### src/shared/gdp_pkg.sv
/*
  Constants shared by the dual GPIO port: register offsets, pin masks,
  control bit positions and reset values.
  Assumes a byte-wide register port with a 3-bit word address.
*/
// Functional notes
// Direction bit 1 makes a pin an output; 0 makes it an input.
// An output pin drives the level held in its data latch bit.
// Data writes always update the latch; input pins do not show it.
// Normal data read returns the latch for output pins.
// Normal data read returns the sampled pin level for input pins.
// Read-modify-write reads return the latch whatever the pin mode; the code returns 0 on 3-pin port pin 2 while it is the reset input.
// A peripheral asserting its output enable drives the pin instead of the latch.
// While a peripheral drives, normal reads show the pin; RMW reads the latch.
// Peripheral input pins use direction 0; normal reads still return pin level.
// Software disables shared peripheral outputs before plain port use.
// Reset clears every direction bit of both ports to 0.
// Float bit 1 in stop or watch mode forces every pin to high impedance.
// In floated standby each input path is blocked and reads low.
// Counter clock, serial clock and serial data pins keep input if wake enabled.
// Float bit 0 in standby leaves pin states and driven levels unchanged.
// Pull-up select bit 1 connects the pull-up on the 8-pin port.
// A pin driving low always has its pull-up disconnected.
// Open-drain pins release to high impedance for latch value 1.
// 8-pin port bits 7..0 map to pins 7..0; bits 3,2 lack pull-up.
// 3-pin port has bits 2..0 only and no pull-up register.
// External reset selection turns pin 2 of the 3-pin port into reset input.
// Unimplemented bits read as zero and ignore writes.
package gdp_pkg;

  // ----------------------------------------------------------------
  // Widths
  // ----------------------------------------------------------------
  localparam int ADDR_W = 3;
  localparam int DATA_W = 8;
  localparam int P7_W   = 8;
  localparam int PF_W   = 3;

  // ----------------------------------------------------------------
  // Register offsets (word addresses)
  // ----------------------------------------------------------------
  localparam logic [ADDR_W-1:0] OFS_P7_DATA = 3'h0;
  localparam logic [ADDR_W-1:0] OFS_P7_DIR  = 3'h1;
  localparam logic [ADDR_W-1:0] OFS_P7_PU   = 3'h2;
  localparam logic [ADDR_W-1:0] OFS_PF_DATA = 3'h3;
  localparam logic [ADDR_W-1:0] OFS_PF_DIR  = 3'h4;
  localparam logic [ADDR_W-1:0] OFS_CTRL    = 3'h5;
  localparam logic [ADDR_W-1:0] OFS_STATUS  = 3'h6;

  // ----------------------------------------------------------------
  // Pin masks and pin numbers of the 8-pin port, plus the 3-pin port reset pin
  // ----------------------------------------------------------------
  localparam logic [P7_W-1:0] P7_PU_MASK   = 8'hF3;
  localparam logic [P7_W-1:0] P7_OD_MASK   = 8'h0C;
  localparam logic [P7_W-1:0] P7_WAKE_MASK = 8'hB0;
  localparam int              P7_CNT_PIN   = 4;
  localparam int              P7_SCK_PIN   = 5;
  localparam int              P7_SDI_PIN   = 7;
  localparam int              PF_RST_PIN   = 2;

  // ----------------------------------------------------------------
  // Control register fields
  // ----------------------------------------------------------------
  localparam int CTRL_FLOAT    = 0;
  localparam int CTRL_RST_SEL  = 1;
  localparam int CTRL_WAKE_CNT = 2;
  localparam int CTRL_WAKE_SCK = 3;
  localparam int CTRL_WAKE_SDI = 4;
  localparam int CTRL_W        = 5;

  // Status register fields
  localparam int STAT_FLOATED  = 0;
  localparam int STAT_STANDBY  = 1;
  localparam int STAT_RST_PIN  = 2;

  // ----------------------------------------------------------------
  // Reset values
  // ----------------------------------------------------------------
  localparam logic [P7_W-1:0]   P7_DIR_RST   = 8'h00;
  localparam logic [P7_W-1:0]   P7_DATA_RST  = 8'h00;
  localparam logic [P7_W-1:0]   P7_PU_RST    = 8'h00;
  localparam logic [PF_W-1:0]   PF_DIR_RST   = 3'h0;
  localparam logic [PF_W-1:0]   PF_DATA_RST  = 3'h0;
  localparam logic [CTRL_W-1:0] CTRL_RST     = 5'h00;
  localparam logic [DATA_W-1:0] RDATA_RST    = 8'h00;

endpackage

### src/hdl/gdp_pin_cell.sv
/*
  One port pin: output select, drive enable, pull-up control and input
  gating, plus the value a data register read returns for this pin.
  Assumes the pad level is synchronous to clk_in.
*/
`timescale 1ns/100ps
module gdp_pin_cell #(
  parameter bit OPEN_DRAIN = 1'b0,
  parameter bit HAS_PULLUP = 1'b1
) (
  // Clock and reset
  input  wire logic clk_in,
  input  wire logic rst_in,
  // Register state
  input  wire logic dir_in,
  input  wire logic latch_in,
  input  wire logic pu_sel_in,
  input  wire logic rmw_in,
  // Peripheral override
  input  wire logic periph_oe_in,
  input  wire logic periph_out_in,
  // Standby and special functions
  input  wire logic float_in,
  input  wire logic wake_en_in,
  input  wire logic port_off_in,
  // Pad
  input  wire logic pad_in,
  output logic      pad_out,
  output logic      pad_oe_out,
  output logic      pullup_out,
  output logic      level_out,
  output logic      rd_val_out
);

  logic drive_en;
  logic drive_val;
  logic in_open;
  logic gated;
  logic next_pad;
  logic next_oe;
  logic next_pu;
  logic next_level;

  always_comb begin
    drive_en  = (dir_in | periph_oe_in) & ~port_off_in;
    drive_val = periph_oe_in ? periph_out_in : latch_in;
    in_open   = ~float_in | wake_en_in;
    gated     = in_open & ~port_off_in & pad_in;
    next_pad  = OPEN_DRAIN ? 1'b0 : drive_val;
    // Float wins over everything; without float the drive just persists
    next_oe   = drive_en & ~float_in & (~OPEN_DRAIN | ~drive_val);
    next_pu   = HAS_PULLUP & pu_sel_in & ~port_off_in
                & ~(next_oe & ~next_pad);
    next_level = gated;
    // Latch shows for plain outputs and for every RMW read, except on a pin that port_off_in turns off
    if ((rmw_in || (dir_in && !periph_oe_in)) && !port_off_in) begin
      rd_val_out = latch_in;
    end else begin
      rd_val_out = gated;
    end
  end

  always_ff @(posedge clk_in or posedge rst_in) begin
    if (rst_in) begin
      pad_out    <= 1'b0;
      pad_oe_out <= 1'b0;
      pullup_out <= 1'b0;
      level_out  <= 1'b0;
    end else begin
      pad_out    <= next_pad;
      pad_oe_out <= next_oe;
      pullup_out <= next_pu;
      level_out  <= next_level;
    end
  end

endmodule

### src/hdl/gdp_dual_port.sv
/*
  Dual GPIO port: an 8-pin port with pull-ups and two open-drain pins,
  and a 3-pin port whose pin 2 may become the external reset input.
  Assumes a simple register port with read data one cycle after the
  read strobe, and pads sampled synchronously to clk_in.
*/
`timescale 1ns/100ps
module gdp_dual_port (
  // Clock and reset
  input  wire logic                         clk_in,
  input  wire logic                         rst_in,
  // Register port
  input  wire logic [gdp_pkg::ADDR_W-1:0]   addr_in,
  input  wire logic [gdp_pkg::DATA_W-1:0]   wdata_in,
  input  wire logic                         wr_in,
  input  wire logic                         rd_in,
  input  wire logic                         rmw_in,
  output logic      [gdp_pkg::DATA_W-1:0]   rdata_out,
  // Standby state of the device
  input  wire logic                         standby_in,
  // 8-pin port pads
  input  wire logic [gdp_pkg::P7_W-1:0]     p7_pad_in,
  output logic      [gdp_pkg::P7_W-1:0]     p7_pad_out,
  output logic      [gdp_pkg::P7_W-1:0]     p7_pad_oe_out,
  output logic      [gdp_pkg::P7_W-1:0]     p7_pullup_out,
  // 8-pin port peripheral side
  input  wire logic [gdp_pkg::P7_W-1:0]     p7_periph_oe_in,
  input  wire logic [gdp_pkg::P7_W-1:0]     p7_periph_out_in,
  output logic      [gdp_pkg::P7_W-1:0]     p7_level_out,
  // 3-pin port pads
  input  wire logic [gdp_pkg::PF_W-1:0]     pf_pad_in,
  output logic      [gdp_pkg::PF_W-1:0]     pf_pad_out,
  output logic      [gdp_pkg::PF_W-1:0]     pf_pad_oe_out,
  // 3-pin port peripheral side
  input  wire logic [gdp_pkg::PF_W-1:0]     pf_periph_oe_in,
  input  wire logic [gdp_pkg::PF_W-1:0]     pf_periph_out_in,
  output logic      [gdp_pkg::PF_W-1:0]     pf_level_out,
  // External reset taken from the 3-pin port
  output logic                              ext_reset_out
);

  // ----------------------------------------------------------------
  // Register state
  // ----------------------------------------------------------------
  logic [gdp_pkg::P7_W-1:0]   port7_data_latch;
  logic [gdp_pkg::P7_W-1:0]   port7_direction;
  logic [gdp_pkg::P7_W-1:0]   port7_pullup_select;
  logic [gdp_pkg::PF_W-1:0]   portf_data_latch;
  logic [gdp_pkg::PF_W-1:0]   portf_direction;
  logic [gdp_pkg::CTRL_W-1:0] ctrl;

  logic [gdp_pkg::P7_W-1:0]   next_port7_data_latch;
  logic [gdp_pkg::P7_W-1:0]   next_port7_direction;
  logic [gdp_pkg::P7_W-1:0]   next_port7_pullup_select;
  logic [gdp_pkg::PF_W-1:0]   next_portf_data_latch;
  logic [gdp_pkg::PF_W-1:0]   next_portf_direction;
  logic [gdp_pkg::CTRL_W-1:0] next_ctrl;

  // ----------------------------------------------------------------
  // Derived controls
  // ----------------------------------------------------------------
  logic                       standby_pin_float;
  logic                       ext_reset_pin_select;
  logic                       floated;
  logic [gdp_pkg::P7_W-1:0]   p7_wake;
  logic [gdp_pkg::PF_W-1:0]   pf_off;

  // Read path
  logic [gdp_pkg::P7_W-1:0]   p7_rd;
  logic [gdp_pkg::PF_W-1:0]   pf_rd;
  logic [gdp_pkg::DATA_W-1:0] next_rdata;

  // Reset pin output
  logic                       next_ext_reset;

  // ----------------------------------------------------------------
  // Control decode
  // ----------------------------------------------------------------
  always_comb begin
    standby_pin_float    = ctrl[gdp_pkg::CTRL_FLOAT];
    ext_reset_pin_select = ctrl[gdp_pkg::CTRL_RST_SEL];
    // Float only bites in stop or watch mode with the bit set
    floated = standby_in & standby_pin_float;
    p7_wake = '0;
    p7_wake[gdp_pkg::P7_CNT_PIN] = ctrl[gdp_pkg::CTRL_WAKE_CNT];
    p7_wake[gdp_pkg::P7_SCK_PIN] = ctrl[gdp_pkg::CTRL_WAKE_SCK];
    p7_wake[gdp_pkg::P7_SDI_PIN] = ctrl[gdp_pkg::CTRL_WAKE_SDI];
    p7_wake = p7_wake & gdp_pkg::P7_WAKE_MASK;
    pf_off = '0;
    pf_off[gdp_pkg::PF_RST_PIN] = ext_reset_pin_select;
  end

  // ----------------------------------------------------------------
  // Register writes
  // ----------------------------------------------------------------
  always_comb begin
    next_port7_data_latch    = port7_data_latch;
    next_port7_direction     = port7_direction;
    next_port7_pullup_select = port7_pullup_select;
    next_portf_data_latch    = portf_data_latch;
    next_portf_direction     = portf_direction;
    next_ctrl                = ctrl;
    if (wr_in) begin
      unique case (addr_in)
        gdp_pkg::OFS_P7_DATA: begin
          // Latch takes the value even on input pins
          next_port7_data_latch = wdata_in;
        end
        gdp_pkg::OFS_P7_DIR: begin
          next_port7_direction = wdata_in;
        end
        gdp_pkg::OFS_P7_PU: begin
          // Open-drain pins have no pull-up bit
          next_port7_pullup_select = wdata_in & gdp_pkg::P7_PU_MASK;
        end
        gdp_pkg::OFS_PF_DATA: begin
          next_portf_data_latch = wdata_in[gdp_pkg::PF_W-1:0];
        end
        gdp_pkg::OFS_PF_DIR: begin
          next_portf_direction = wdata_in[gdp_pkg::PF_W-1:0];
        end
        gdp_pkg::OFS_CTRL: begin
          next_ctrl = wdata_in[gdp_pkg::CTRL_W-1:0];
        end
        default: begin
          // Status and unmapped offsets ignore writes
        end
      endcase
    end
  end

  always_ff @(posedge clk_in or posedge rst_in) begin
    if (rst_in) begin
      port7_data_latch    <= gdp_pkg::P7_DATA_RST;
      port7_direction     <= gdp_pkg::P7_DIR_RST;
      port7_pullup_select <= gdp_pkg::P7_PU_RST;
      portf_data_latch    <= gdp_pkg::PF_DATA_RST;
      portf_direction     <= gdp_pkg::PF_DIR_RST;
      ctrl                <= gdp_pkg::CTRL_RST;
    end else begin
      port7_data_latch    <= next_port7_data_latch;
      port7_direction     <= next_port7_direction;
      port7_pullup_select <= next_port7_pullup_select;
      portf_data_latch    <= next_portf_data_latch;
      portf_direction     <= next_portf_direction;
      ctrl                <= next_ctrl;
    end
  end

  // ----------------------------------------------------------------
  // 8-pin port cells
  // ----------------------------------------------------------------
  // Peripheral enables are used as given; keeping them off on plain
  // port pins is up to software
  generate
    for (genvar i = 0; i < gdp_pkg::P7_W; i++) begin : g_p7
      gdp_pin_cell #(
        .OPEN_DRAIN (gdp_pkg::P7_OD_MASK[i]),
        .HAS_PULLUP (gdp_pkg::P7_PU_MASK[i])
      ) u_cell (
        .clk_in        (clk_in),
        .rst_in        (rst_in),
        .dir_in        (port7_direction[i]),
        .latch_in      (port7_data_latch[i]),
        .pu_sel_in     (port7_pullup_select[i]),
        .rmw_in        (rmw_in),
        .periph_oe_in  (p7_periph_oe_in[i]),
        .periph_out_in (p7_periph_out_in[i]),
        .float_in      (floated),
        .wake_en_in    (p7_wake[i]),
        .port_off_in   (1'b0),
        .pad_in        (p7_pad_in[i]),
        .pad_out       (p7_pad_out[i]),
        .pad_oe_out    (p7_pad_oe_out[i]),
        .pullup_out    (p7_pullup_out[i]),
        .level_out     (p7_level_out[i]),
        .rd_val_out    (p7_rd[i])
      );
    end
  endgenerate

  // ----------------------------------------------------------------
  // 3-pin port cells
  // ----------------------------------------------------------------
  generate
    for (genvar j = 0; j < gdp_pkg::PF_W; j++) begin : g_pf
      gdp_pin_cell #(
        .OPEN_DRAIN (1'b0),
        .HAS_PULLUP (1'b0)
      ) u_cell (
        .clk_in        (clk_in),
        .rst_in        (rst_in),
        .dir_in        (portf_direction[j]),
        .latch_in      (portf_data_latch[j]),
        .pu_sel_in     (1'b0),
        .rmw_in        (rmw_in),
        .periph_oe_in  (pf_periph_oe_in[j]),
        .periph_out_in (pf_periph_out_in[j]),
        .float_in      (floated),
        .wake_en_in    (1'b0),
        .port_off_in   (pf_off[j]),
        .pad_in        (pf_pad_in[j]),
        .pad_out       (pf_pad_out[j]),
        .pad_oe_out    (pf_pad_oe_out[j]),
        .pullup_out    (),
        .level_out     (pf_level_out[j]),
        .rd_val_out    (pf_rd[j])
      );
    end
  endgenerate

  // ----------------------------------------------------------------
  // Read data
  // ----------------------------------------------------------------
  always_comb begin
    next_rdata = gdp_pkg::RDATA_RST;
    if (rd_in) begin
      unique case (addr_in)
        gdp_pkg::OFS_P7_DATA: begin
          next_rdata = p7_rd;
        end
        gdp_pkg::OFS_P7_DIR: begin
          next_rdata = port7_direction;
        end
        gdp_pkg::OFS_P7_PU: begin
          next_rdata = port7_pullup_select;
        end
        gdp_pkg::OFS_PF_DATA: begin
          next_rdata[gdp_pkg::PF_W-1:0] = pf_rd;
        end
        gdp_pkg::OFS_PF_DIR: begin
          next_rdata[gdp_pkg::PF_W-1:0] = portf_direction;
        end
        gdp_pkg::OFS_CTRL: begin
          next_rdata[gdp_pkg::CTRL_W-1:0] = ctrl;
        end
        gdp_pkg::OFS_STATUS: begin
          next_rdata[gdp_pkg::STAT_FLOATED] = floated;
          next_rdata[gdp_pkg::STAT_STANDBY] = standby_in;
          next_rdata[gdp_pkg::STAT_RST_PIN] = ext_reset_pin_select;
        end
        default: begin
          // Unmapped offsets read as zero
          next_rdata = gdp_pkg::RDATA_RST;
        end
      endcase
    end
  end

  // Read data stands only in the cycle after the strobe
  always_ff @(posedge clk_in or posedge rst_in) begin
    if (rst_in) begin
      rdata_out <= gdp_pkg::RDATA_RST;
    end else begin
      rdata_out <= next_rdata;
    end
  end

  // ----------------------------------------------------------------
  // External reset pin
  // ----------------------------------------------------------------
  // Reset input is never floated or blocked, even in standby
  always_comb begin
    next_ext_reset = ext_reset_pin_select & pf_pad_in[gdp_pkg::PF_RST_PIN];
  end

  always_ff @(posedge clk_in or posedge rst_in) begin
    if (rst_in) begin
      ext_reset_out <= 1'b0;
    end else begin
      ext_reset_out <= next_ext_reset;
    end
  end

endmodule

### config.mk
export PLATFORM = sky130hd
export DESIGN_NAME = gdp_dual_port
export DESIGN_NICKNAME = d
export VERILOG_FILES = /design/src/shared/gdp_pkg.sv /design/src/hdl/gdp_pin_cell.sv /design/src/hdl/gdp_dual_port.sv
export SDC_FILE = /design/constraint.sdc
export NUM_CORES = 1
export LEC_CHECK = 0
export ABC_AREA = 0
export BUFFER_PORTS_ARGS = -buffer_cell sky130_fd_sc_hd__clkbuf_2
export CAP_MARGIN = 15
export CORE_UTILIZATION = 56
export CTS_CLUSTER_DIAMETER = 30
export DETAILED_ROUTE_END_ITERATION = 16
export HOLD_SLACK_MARGIN = 0.03
export PLACE_DENSITY_LB_ADDON = 0.25
export SLEW_MARGIN = 20
export SYNTH_ARGS = -nofsm -noshare
export SYNTH_HDL_FRONTEND = slang
export SYNTH_SLANG_ARGS = --single-unit
### constraint.sdc
create_clock -name clk_in -period 3.6 [get_ports clk_in]
set_clock_uncertainty 0.05 [all_clocks]
set_input_delay 0.36 -clock clk_in [delete_from_list [all_inputs] [get_ports clk_in]]
set_output_delay 0.36 -clock clk_in [all_outputs]
set_load 0.05 [all_outputs]
# After elaboration in Yosys (flattened, before gate mapping)
# Cells that the tools add are included.
word_totals:
  elab_cells: 189
  input_bits: 50
  output_inout_bits: 50
  register_bits: 79
op_classes:
  n_eq_ne: 6
  bitwise_logic: 70
  reduce_logical: 42
  n_mux: 26
ops:
  columns: ["operator", "n"]
  rows:
  - ["bitwise AND 1 bit", 40]
  - ["2-to-1 mux 1 bit", 22]
  - ["one-hot mux 3 bit (7 select lines)", 1]
  - ["inverter 1 bit", 16]
  - ["bitwise OR 1 bit", 14]
  - ["logical AND 1 bit", 12]
  - ["zero test 1 bit", 12]
  - ["AND reduction 2 bit", 6]
  - ["logical OR 1 bit", 11]
  - ["equality test 3 bit (second input constant)", 3]
  - ["one-hot mux 3 bit (3 select lines)", 1]
  - ["2-to-1 mux 8 bit", 1]
  - ["one-hot mux 2 bit (4 select lines)", 1]
  - ["equality test 3 x 2 -> 1 bit (second input constant)", 2]
  - ["equality test 3 x 1 -> 1 bit (second input constant)", 1]
  - ["zero test 3 bit", 1]

# Logic depth before layout (Yosys ltp)
# Gate-level depths: netlist of run 1.
depth:
  word_depth: 7
  mapped_depth: 5
  depth_no_buf: 4

# Cells and area by module
# A second synthesis of run 1 with hierarchy kept.
unflattened:
  hier_cells: 311
  area_unflattened_um2: 3807.4
by_module_without_submodules:
  columns: ["mod", "seq_area_each_um2", "cells_each", "instances", "area_per_inst_um2"]
  rows:
  - ["gdp_dual_port", 1051.0, 140, 1, 1934.4]
  - ["gdp_pin_cell (g_p7[0].u_cell ...)", 100.1, 16, 6, 180.2]
  - ["gdp_pin_cell (g_pf[0].u_cell ...)", 75.1, 15, 3, 166.4]
  - ["gdp_pin_cell (g_p7[2].u_cell ...)", 50.0, 15, 2, 146.4]

# Least setup slack after synthesis of run 1
# OpenSTA, ideal clock, no wires.
synth_path:
  path_kind: "input port to flip-flop"
  startpoint: "in addr_in[1] (netlist bit)"
  endpoint: "reg rdata_out[1] (netlist bit)"
  setup_ps: 132
  path_slack_ps: 2220
  required_ps: 3418
  t_arrival_ps: 1198
  path_buffers: 1
  cell_stages: 5
  path_cell_list: "buf_6 mux2_4 a221o_1 nand3_2 o221ai_2"
synth_between:
  elab_chain_len: 3
  elab_cells_between_ends: 9
  cone_classes: "eq/ne (6); mux (2); reduce/logical (1)"
synth_lines:
  columns: ["element", "line", "rtl"]
  rows:
  - ["start, declared", "gdp_dual_port.sv:13", "input wire logic [gdp_pkg::ADDR_W-1:0] addr_in,"]
  - ["equality test 3 bit (tied with other cells)", "gdp_dual_port.sv:218", "unique case (addr_in)"]
  - ["one-hot mux 3 bit (7 select lines) *", "gdp_dual_port.sv:218", null]
  - ["2-to-1 mux 8 bit *", "gdp_dual_port.sv:217", "if (rd_in) begin"]
  - ["via next_rdata, one bit", "gdp_dual_port.sv:71", "logic [gdp_pkg::DATA_W-1:0] next_rdata;"]
  - ["end signal, assigned", "gdp_dual_port.sv:253", "rdata_out <= gdp_pkg::RDATA_RST;"]
  - ["end signal, assigned", "gdp_dual_port.sv:255", "rdata_out <= next_rdata;"]
  - ["end, declared", "gdp_dual_port.sv:18", "output logic [gdp_pkg::DATA_W-1:0] rdata_out,"]
# The timed path passes the listed nets; every way through them passes the cells marked *.
# A chain may end at the register's enable or synchronous reset.

# Final worst setup path of run 1
layout_path:
  startpoint: "reg ctrl[0] (netlist bit)"
  endpoint: "reg rdata_out[0] (netlist bit)"
layout_between:
  elab_chain_len: 6
  elab_cells_between_ends: 8
  cone_classes: "mux (4); bitwise (4)"
layout_lines:
  columns: ["element", "line", "rtl"]
  rows:
  - ["start, declared", "gdp_dual_port.sv:50", "logic [gdp_pkg::CTRL_W-1:0] ctrl;"]
  - ["start signal, assigned", "gdp_dual_port.sv:139", "ctrl <= gdp_pkg::CTRL_RST;"]
  - ["start signal, assigned", "gdp_dual_port.sv:146", "ctrl <= next_ctrl;"]
  - ["bitwise AND 1 bit", "gdp_dual_port.sv:83", "floated = standby_in & standby_pin_float;"]
  - ["inverter 1 bit", "gdp_pin_cell.sv:47", "in_open = ~float_in | wake_en_in;"]
  - ["bitwise AND 1 bit", "gdp_pin_cell.sv:48", "gated = in_open & ~port_off_in & pad_in;"]
  - ["2-to-1 mux 1 bit", "gdp_pin_cell.sv:56", "if ((rmw_in || (dir_in && !periph_oe_in)) && !port_off_in) begin"]
  - ["one-hot mux 3 bit (7 select lines) *", "gdp_dual_port.sv:218", null]
  - ["2-to-1 mux 8 bit *", "gdp_dual_port.sv:217", null]
  - ["via next_rdata, one bit", "gdp_dual_port.sv:71", null]
# Marks and branches as above.

==> results of run 1 <==
## critical path: stages, from the launching register on
cell      delay (ns)
dfrtp_1         0.38
and2_1          0.71
a22oi_1         0.21
a311o_1         0.35
o221ai_1        0.07
## power groups by stage
stage	registers (mW)	clock network (mW)	logic, mW
2_1_floorplan	1.16	0	0.610
3_3_place_gp	1.15	0	0.682
3_5_place_dp	1.16	0	0.693
4_1_cts	1.14	0.584	0.695
5_1_grt	1.16	0.621	0.732
6_report	1.14	0.573	0.691
## flip-flops by register name, indices dropped and copies added (netlist names), 5 cells and up
register,flops
ctrl,5
g_p7.u_cell.level_out,8
g_p7.u_cell.pad_oe_out,8
g_p7.u_cell.pad_out,6
g_p7.u_cell.pullup_out,6
port7_data_latch,8
port7_direction,8
port7_pullup_select,6
rdata_out,8
## through the flow
step	instance area [um2]	setup slack, ns	hold WS [ns]	instances	utilization, %
global route	4046	1.670	0.1706	448	63.72
floorplan	3687	1.167	0.4268	314	-
global placement	3882	1.687	0.4696	434	61.14
finish	4046	1.751	0.08824	448	63.72
detailed placement	3882	1.642	0.4750	434	61.14
CTS	4046	1.742	0.1334	448	63.72
## routing by layer
layer  global-route usage [%]  wire length (um)  vias to the layer above
met5                        0                 0                        -
met4                    9.091               109                        0
met3                    4.871               346                       10
met2                    35.39              3609                       83
met1                    32.57              3425                     1225
li1                         -                 -                     1146
## cell type report
cell class	count	area [um2]
Inverter	12	46.29
Sequential cell	79	1977
Timing Repair Buffer	96	483.0
Fill cell	519	2303
Multi-Input combinational cell	170	1280
Clock inverter	1	5.005
Tap cell	77	96.34
Clock buffer	13	158.9
## layout by cell type (no fill, tap or decap), types with 3 or more instances in the layout
cell type / netlist / final
clkbuf_8: 0 / 11
and3_1: 3 / 3
mux2_2: 37 / 37
nor2_1: 22 / 22
nand3_1: 6 / 6
mux2_1: 4 / 4
a21oi_1: 10 / 10
dfrtp_1: 79 / 79
nand2_1: 8 / 8
inv_1: 12 / 11
o21ai_0: 4 / 4
clkbuf_2: 1 / 95
nor2b_1: 8 / 8
a22oi_1: 3 / 3
nor3_1: 3 / 3
mux2i_1: 8 / 8
and2_1: 11 / 11
conb_1: 1 / 4
o21a_1: 5 / 5
o31a_1: 7 / 7
## cell families after synthesis
| family | after synthesis | share of synthesized area, % |
|---|---|---|
| mux | 50 | 15.15 |
| flops | 79 | 53.78 |
| compound gates | 47 | 9.361 |
| buf+inv | 65 | 11.71 |
| simple gates | 69 | 9.905 |
| other cells | 1 | 0.1020 |
## final timing paths
check	from	endpoint	slack, ns	cells after the start
worst min-delay path	rst_in	g_p7[6].u_cell.pad_oe_out	0.09	2
min in group clk_in	p7_pad_in[6]	g_p7[6].u_cell.level_out	0.18	2
worst max register to register	ctrl[0]	rdata_out[0]	1.75	4
worst max-delay path	ctrl[0]	rdata_out[0]	1.75	4
max in group asynchronous	rst_in	g_p7[4].u_cell.level_out	2.52	3
worst min register to register	port7_pullup_select[7]	g_p7[7].u_cell.pullup_out	0.49	1
==> impl_results.md, run 1 <==
- Die X-Extent: 83.02 um
- Switch share: 35.84%
- Setup TNS: 0 ns
- Synth top area cells: dfrtp_1, mux2_2, buf_4
- # diodes: 0
- Ports: 100
- Cell variety after synth: 47
- Crit path time final: 1.849 ns
- Clock buffer count from CTS: 9
- Detailed-route wire length per cell: 16.72 um
- Die area: 0.006892 mm2
- Syn_area_per_cell: 11.82 um2
- Worst-margin pin slew: 0.8857 ns
- RSZ-0062 raised after global routing: false
- Crit path kind: reg -> reg
- Synth top area share: 53.78%
- DRT iter0 DRCs: 93
- Sequential area share after synthesis: 53.78%
- Hold Path Class: in -> async
- Clk network pwr share: 23.8%
- Comb pwr share: 28.7%
- Tcrit/Tclk final: 51.37%
- First-pass GRT wire length: 12.12 mm
- #FFs+latches synth: 79
- Detailed-route via count: 2464
- DR pass1 iterations: 6
- Seq pwr share: 47.4%
- Max-Cap Viols: 0
- Lkg Pwr: 1.973 nW
- Status: finished, final reports clean
- Post-Route WL: 7.490 mm
- Largest net degree at the start of global routing: 53
- Grt total ovfl: 0
- Post-CTS Repair Setup Buffers: 0
- Nets@finish: 418
- Placer Congestion: 0.8405
- Clock slew at reported path FFs: 0.07 ns
- Area growth, synth to finish: 10.07%
- Final-report hold violation count: 0
- Syn Std Cell Area: 0.003676 mm2
- Ratio of cells with drive above 1 in the final layout: 40.43%
- Root buffer cell: clkbuf_8
- Critical Path Fanout Max: 21
- DP HPWL: 5.253 mm
- Most frequent cell after synthesis: dfrtp_1
- Switching pwr: 0.8614 mW
- Port Buffers: 95
- Cts hold-fix bufs: 0
- Setup crit start kind: flip-flop
- P per Cell Area: 594.0 mW/mm2
- Tot Pwr: 2.404 mW
- Fin. max-slew vios: 0
- GRT Overall Usage: 23.13%
- Slew Limit Headroom: 40.96%
- Routed vias/inst: 5.500
- Yosys warns: 0
- Initial antenna violation count: 0
- Initial Utilization: 57.89%
- Top post-synthesis cells by count: dfrtp_1, buf_4, mux2_2
- CP endpoint kind: flip-flop
- Worst-skew pair later-pin latency: 0.34 ns
- P_int: 1.542 mW
- Syn Inst Count: 311
- DRC viols: 0
- Std-Cell Rows: 29
- Main synth FF type: dfrtp_1
- Chip Height: 83.02 um
- CTS tree: done
- Vias in the first global route: 2357
- Fmax achieved: 540.8 MHz
- Maximum clock path buffer count: 2
- Placeable Area: 0.006350 mm2
- Worst EP required: 3.81 ns
- VDD IR-drop max: 0.0003099 V
- Number of flops mapped to enable cells by yosys: 0
- Ys async rst share: 100.0%
- Antenna Nets Post-Route: 0
- Final setup vio count: 0
- CTS H-tree depth: 3
- CTS-repair resized insts: 0
- CP arrival: 2.06 ns
- Clk sink count: 79
- Most area-hungry cell type in the Yosys netlist: dfrtp_1
(Power assumes the default switching activity.)
==> run 2: changes to the inputs <==
--- a/config.mk
+++ b/config.mk
@@ -8,7 +8,7 @@
 export ABC_AREA = 0
 export BUFFER_PORTS_ARGS = -buffer_cell sky130_fd_sc_hd__clkbuf_2
 export CAP_MARGIN = 15
-export CORE_UTILIZATION = 56
+export CORE_UTILIZATION = 47
 export CTS_CLUSTER_DIAMETER = 30
 export DETAILED_ROUTE_END_ITERATION = 16
 export HOLD_SLACK_MARGIN = 0.03
==> constraint.sdc (replaced) <==
create_clock -name clk_in -period 1.55 [get_ports clk_in]
set_clock_uncertainty 0.05 [all_clocks]
set_input_delay 0.155 -clock clk_in [delete_from_list [all_inputs] [get_ports clk_in]]
set_output_delay 0.155 -clock clk_in [all_outputs]
set_load 0.05 [all_outputs]
==> impl_results.md, run 2 (synthesized netlist as in run 1, its figures left out) <==
- Critical Path Max Stage Delay: 0.55 ns (-0.16 ns)
- DR pass1 iterations: 4 (-2)
- Nets@finish: 470 (+12%)
- CP endpoint kind: flip-flop
- Setup TNS: 0 ns (unchanged)
- Filler cell count: 606 (+17%)
- GRT Overall Usage: 21.42% (-1.7 points)
- Std-Cell Rows: 31 (+6.9%)
- RSZ-0062 raised after global routing: false
- Fmax achieved: 672.0 MHz
- Clock buffer count from CTS: 9 (unchanged)
- P_int: 3.998 mW (+160%)
- Switch share: 34.53% (-1.3 points)
- Crit path kind: in -> reg
- Switching pwr: 2.109 mW (+140%)
- Grt total ovfl: 0 (unchanged)
- Comb pwr share: 28.5% (-0.2 points)
- Seq pwr share: 43.4% (-4.0 points)
- CP arrival: 1.68 ns (-0.38 ns)
- Antenna Nets Post-Route: 0 (unchanged)
- Vias in the first global route: 2698 (+14%)
- CP bufs+invs: 3 (+3)
- Worst-skew pair later-pin latency: 0.35 ns (about the same)
- Worst hold path depth: 3
- Worst reg2reg path startpoint: ctrl[0]
- R2R depth: 5 (+1)
- Final setup vio count: 0 (unchanged)
- Commonest non-fill, non-tap cells in the layout: clkbuf_2, dfrtp_1, mux2_2
- Clk sink count: 79 (unchanged)
- # diodes: 0 (unchanged)
- Max-Cap Viols: 0 (unchanged)
- Commonest non-fill, non-tap cell in the layout: clkbuf_2
- Setup ws final: 0.06198 ns (-1.689 ns)
- Detailed-route via count: 2628 (+6.7%)
- Crit path time final: 1.488 ns
- Initial antenna violation count: 0 (unchanged)
- WHS Endpoint: g_p7[1].u_cell.pad_oe_out
- Ports: 100 (unchanged)
- CTS tree: done
- First-pass GRT wire length: 13.63 mm (+12%)
- R2r setup slk: 0.06 ns (-1.69 ns)
- Pre-CTS setup slack: -0.03620 ns (-1.678 ns)
- Die X-Extent: 90.44 um (+8.9%)
- DP HPWL: 5.840 mm (+11%)
- Initial Utilization: 49.62% (-8.3 points)
- Status: finished, final reports clean
- Root buffer cell: clkbuf_8
- Chip Height: 90.44 um (+8.9%)
- Placer Congestion: 0.8027 (-4.5%)
- Hold Path Class: in -> reg
- Placeable Area: 0.007408 mm2 (+17%)
- DRC viols: 0 (unchanged)
- Setup crit start kind: primary input
- Clk network pwr share: 28.1% (+4.3 points)
- Worst EP required: 1.74 ns (-2.07 ns)
- Tcrit/Tclk final: 96.00%
- Maximum clock path buffer count: 2 (unchanged)
- Die area: 0.008179 mm2 (+19%)
- Detailed-route wire length per cell: 15.47 um (-7.5%)
- FF+latch area: 0.001977 mm2 (unchanged)
- Critical Path Fanout Max: 3 (-86%)
- VDD IR-drop max: 0.0006221 V (+100%)
- Lkg Pwr: 2.244 nW (+14%)
- Largest net degree at the start of global routing: 34 (-36%)
- Clock slew at reported path FFs: 0.08 ns (about the same)
- Capturing point of the worst reg2reg path: rdata_out[6]
- Final-report hold violation count: 0 (unchanged)
- Ratio of cells with drive above 1 in the final layout: 41.18% (+0.75 points)
- Top cell family by delay on the critical path: buffers and inverters
- CP dominant cell by count: dlygate4sd3_1
- Area growth, synth to finish: 27.13%
- Hold_ws: 0.03466 ns (-0.05358 ns)
- Worst path cell trace: dlygate4sd3_1 -> clkbuf_2 -> mux2_2 -> dlygate4sd3_1
- Routed vias/inst: 5.015 (-8.8%)
- DRT iter0 DRCs: 118 (+27%)
- P per Cell Area: 1307 mW/mm2 (+120%)
- Port Buffers: 95 (unchanged)
- Min-delay src: p7_periph_oe_in[1]
- Critical Path Slowest Stage Cell: dlygate4sd3_1
- Fin. max-slew vios: 0 (unchanged)
- Area of the multi-input gates: 0.001295 mm2 (+1.2%)
- Post-Route WL: 8.105 mm (+8.2%)
- CTS H-tree depth: 3 (unchanged)
## run 2: changes by cell type in the layout (fill, tap and decap cells not counted), sizes merged
cell and delta:
bufinv +2, buf +19, inv +1, clkinv -1
clkinvlp +3, clkbuf -4, dlygate4sd3 +34
## run 2: per-stage QoR
step                      util [%]  instance area [um2]  total power, mW  instances
after floorplan                  -                 3691            4.107        314
after global placement       55.24                 4093            4.330        475
after detailed placement     55.24                 4093            4.358        475
after CTS                    62.98                 4666            6.139        525
after global routing         63.08                 4673            6.387        524
final                        63.08                 4673            6.108        524
## run 2: cell type report
cell class	count	share of cell area, %
Multi-Input combinational cell	170	27.71
Timing Repair Buffer	148	21.37
Clock inverter	6	1.981
Clock buffer	10	2.945
Tap cell	99	2.651
Inverter	12	1.044
Sequential cell	79	42.30
## run 2: worst max path at each step
stage	start	endpoint	cells after the start
after CTS	pf_periph_oe_in[1]	g_pf[1].u_cell.pad_out	4
after floorplan	ctrl[0]	rdata_out[6]	5
final	pf_periph_oe_in[1]	g_pf[1].u_cell.pad_out	4
after global placement	ctrl[0]	rdata_out[1]	4
after detailed placement	ctrl[0]	rdata_out[1]	4
after global routing	ctrl[0]	rdata_out[6]	5
## run 2: what timing repair did
action	4_1_cts	5_1_grt
endpoints found under the hold margin	53	0
resized for setup	1	3
pin swaps	0	1
setup endpoints to repair	3	2
buffers inserted	0	0
hold buffers	34	0
## run 2: power groups by stage
stage	logic [mW]	clock network, mW	registers [mW]
3_5_place_dp	1.67	0	2.69
3_3_place_gp	1.65	0	2.68
5_1_grt	1.85	1.83	2.70
4_1_cts	1.75	1.74	2.65
2_1_floorplan	1.42	0	2.69
6_report	1.74	1.72	2.65
## run 2: routing by layer
metal  GRT usage, %  wire, um  share of wire (%)  vias to the layer above
met5              0         0                  0                        -
met4          6.989       106                1.3                        0
met3          4.882       317                3.9                       11
met2          34.16      4009                 49                       74
met1          29.04      3671                 45                     1288
li1               -         -                  -                     1255
## run 2: tightest hold or removal path, delay by kind of cell
| kind | cells | cell delay (ns) |
|---|---|---|
| buffers and inverters | 1 | 0.10 |
| AND/OR/NAND/NOR | 2 | 0.14 |
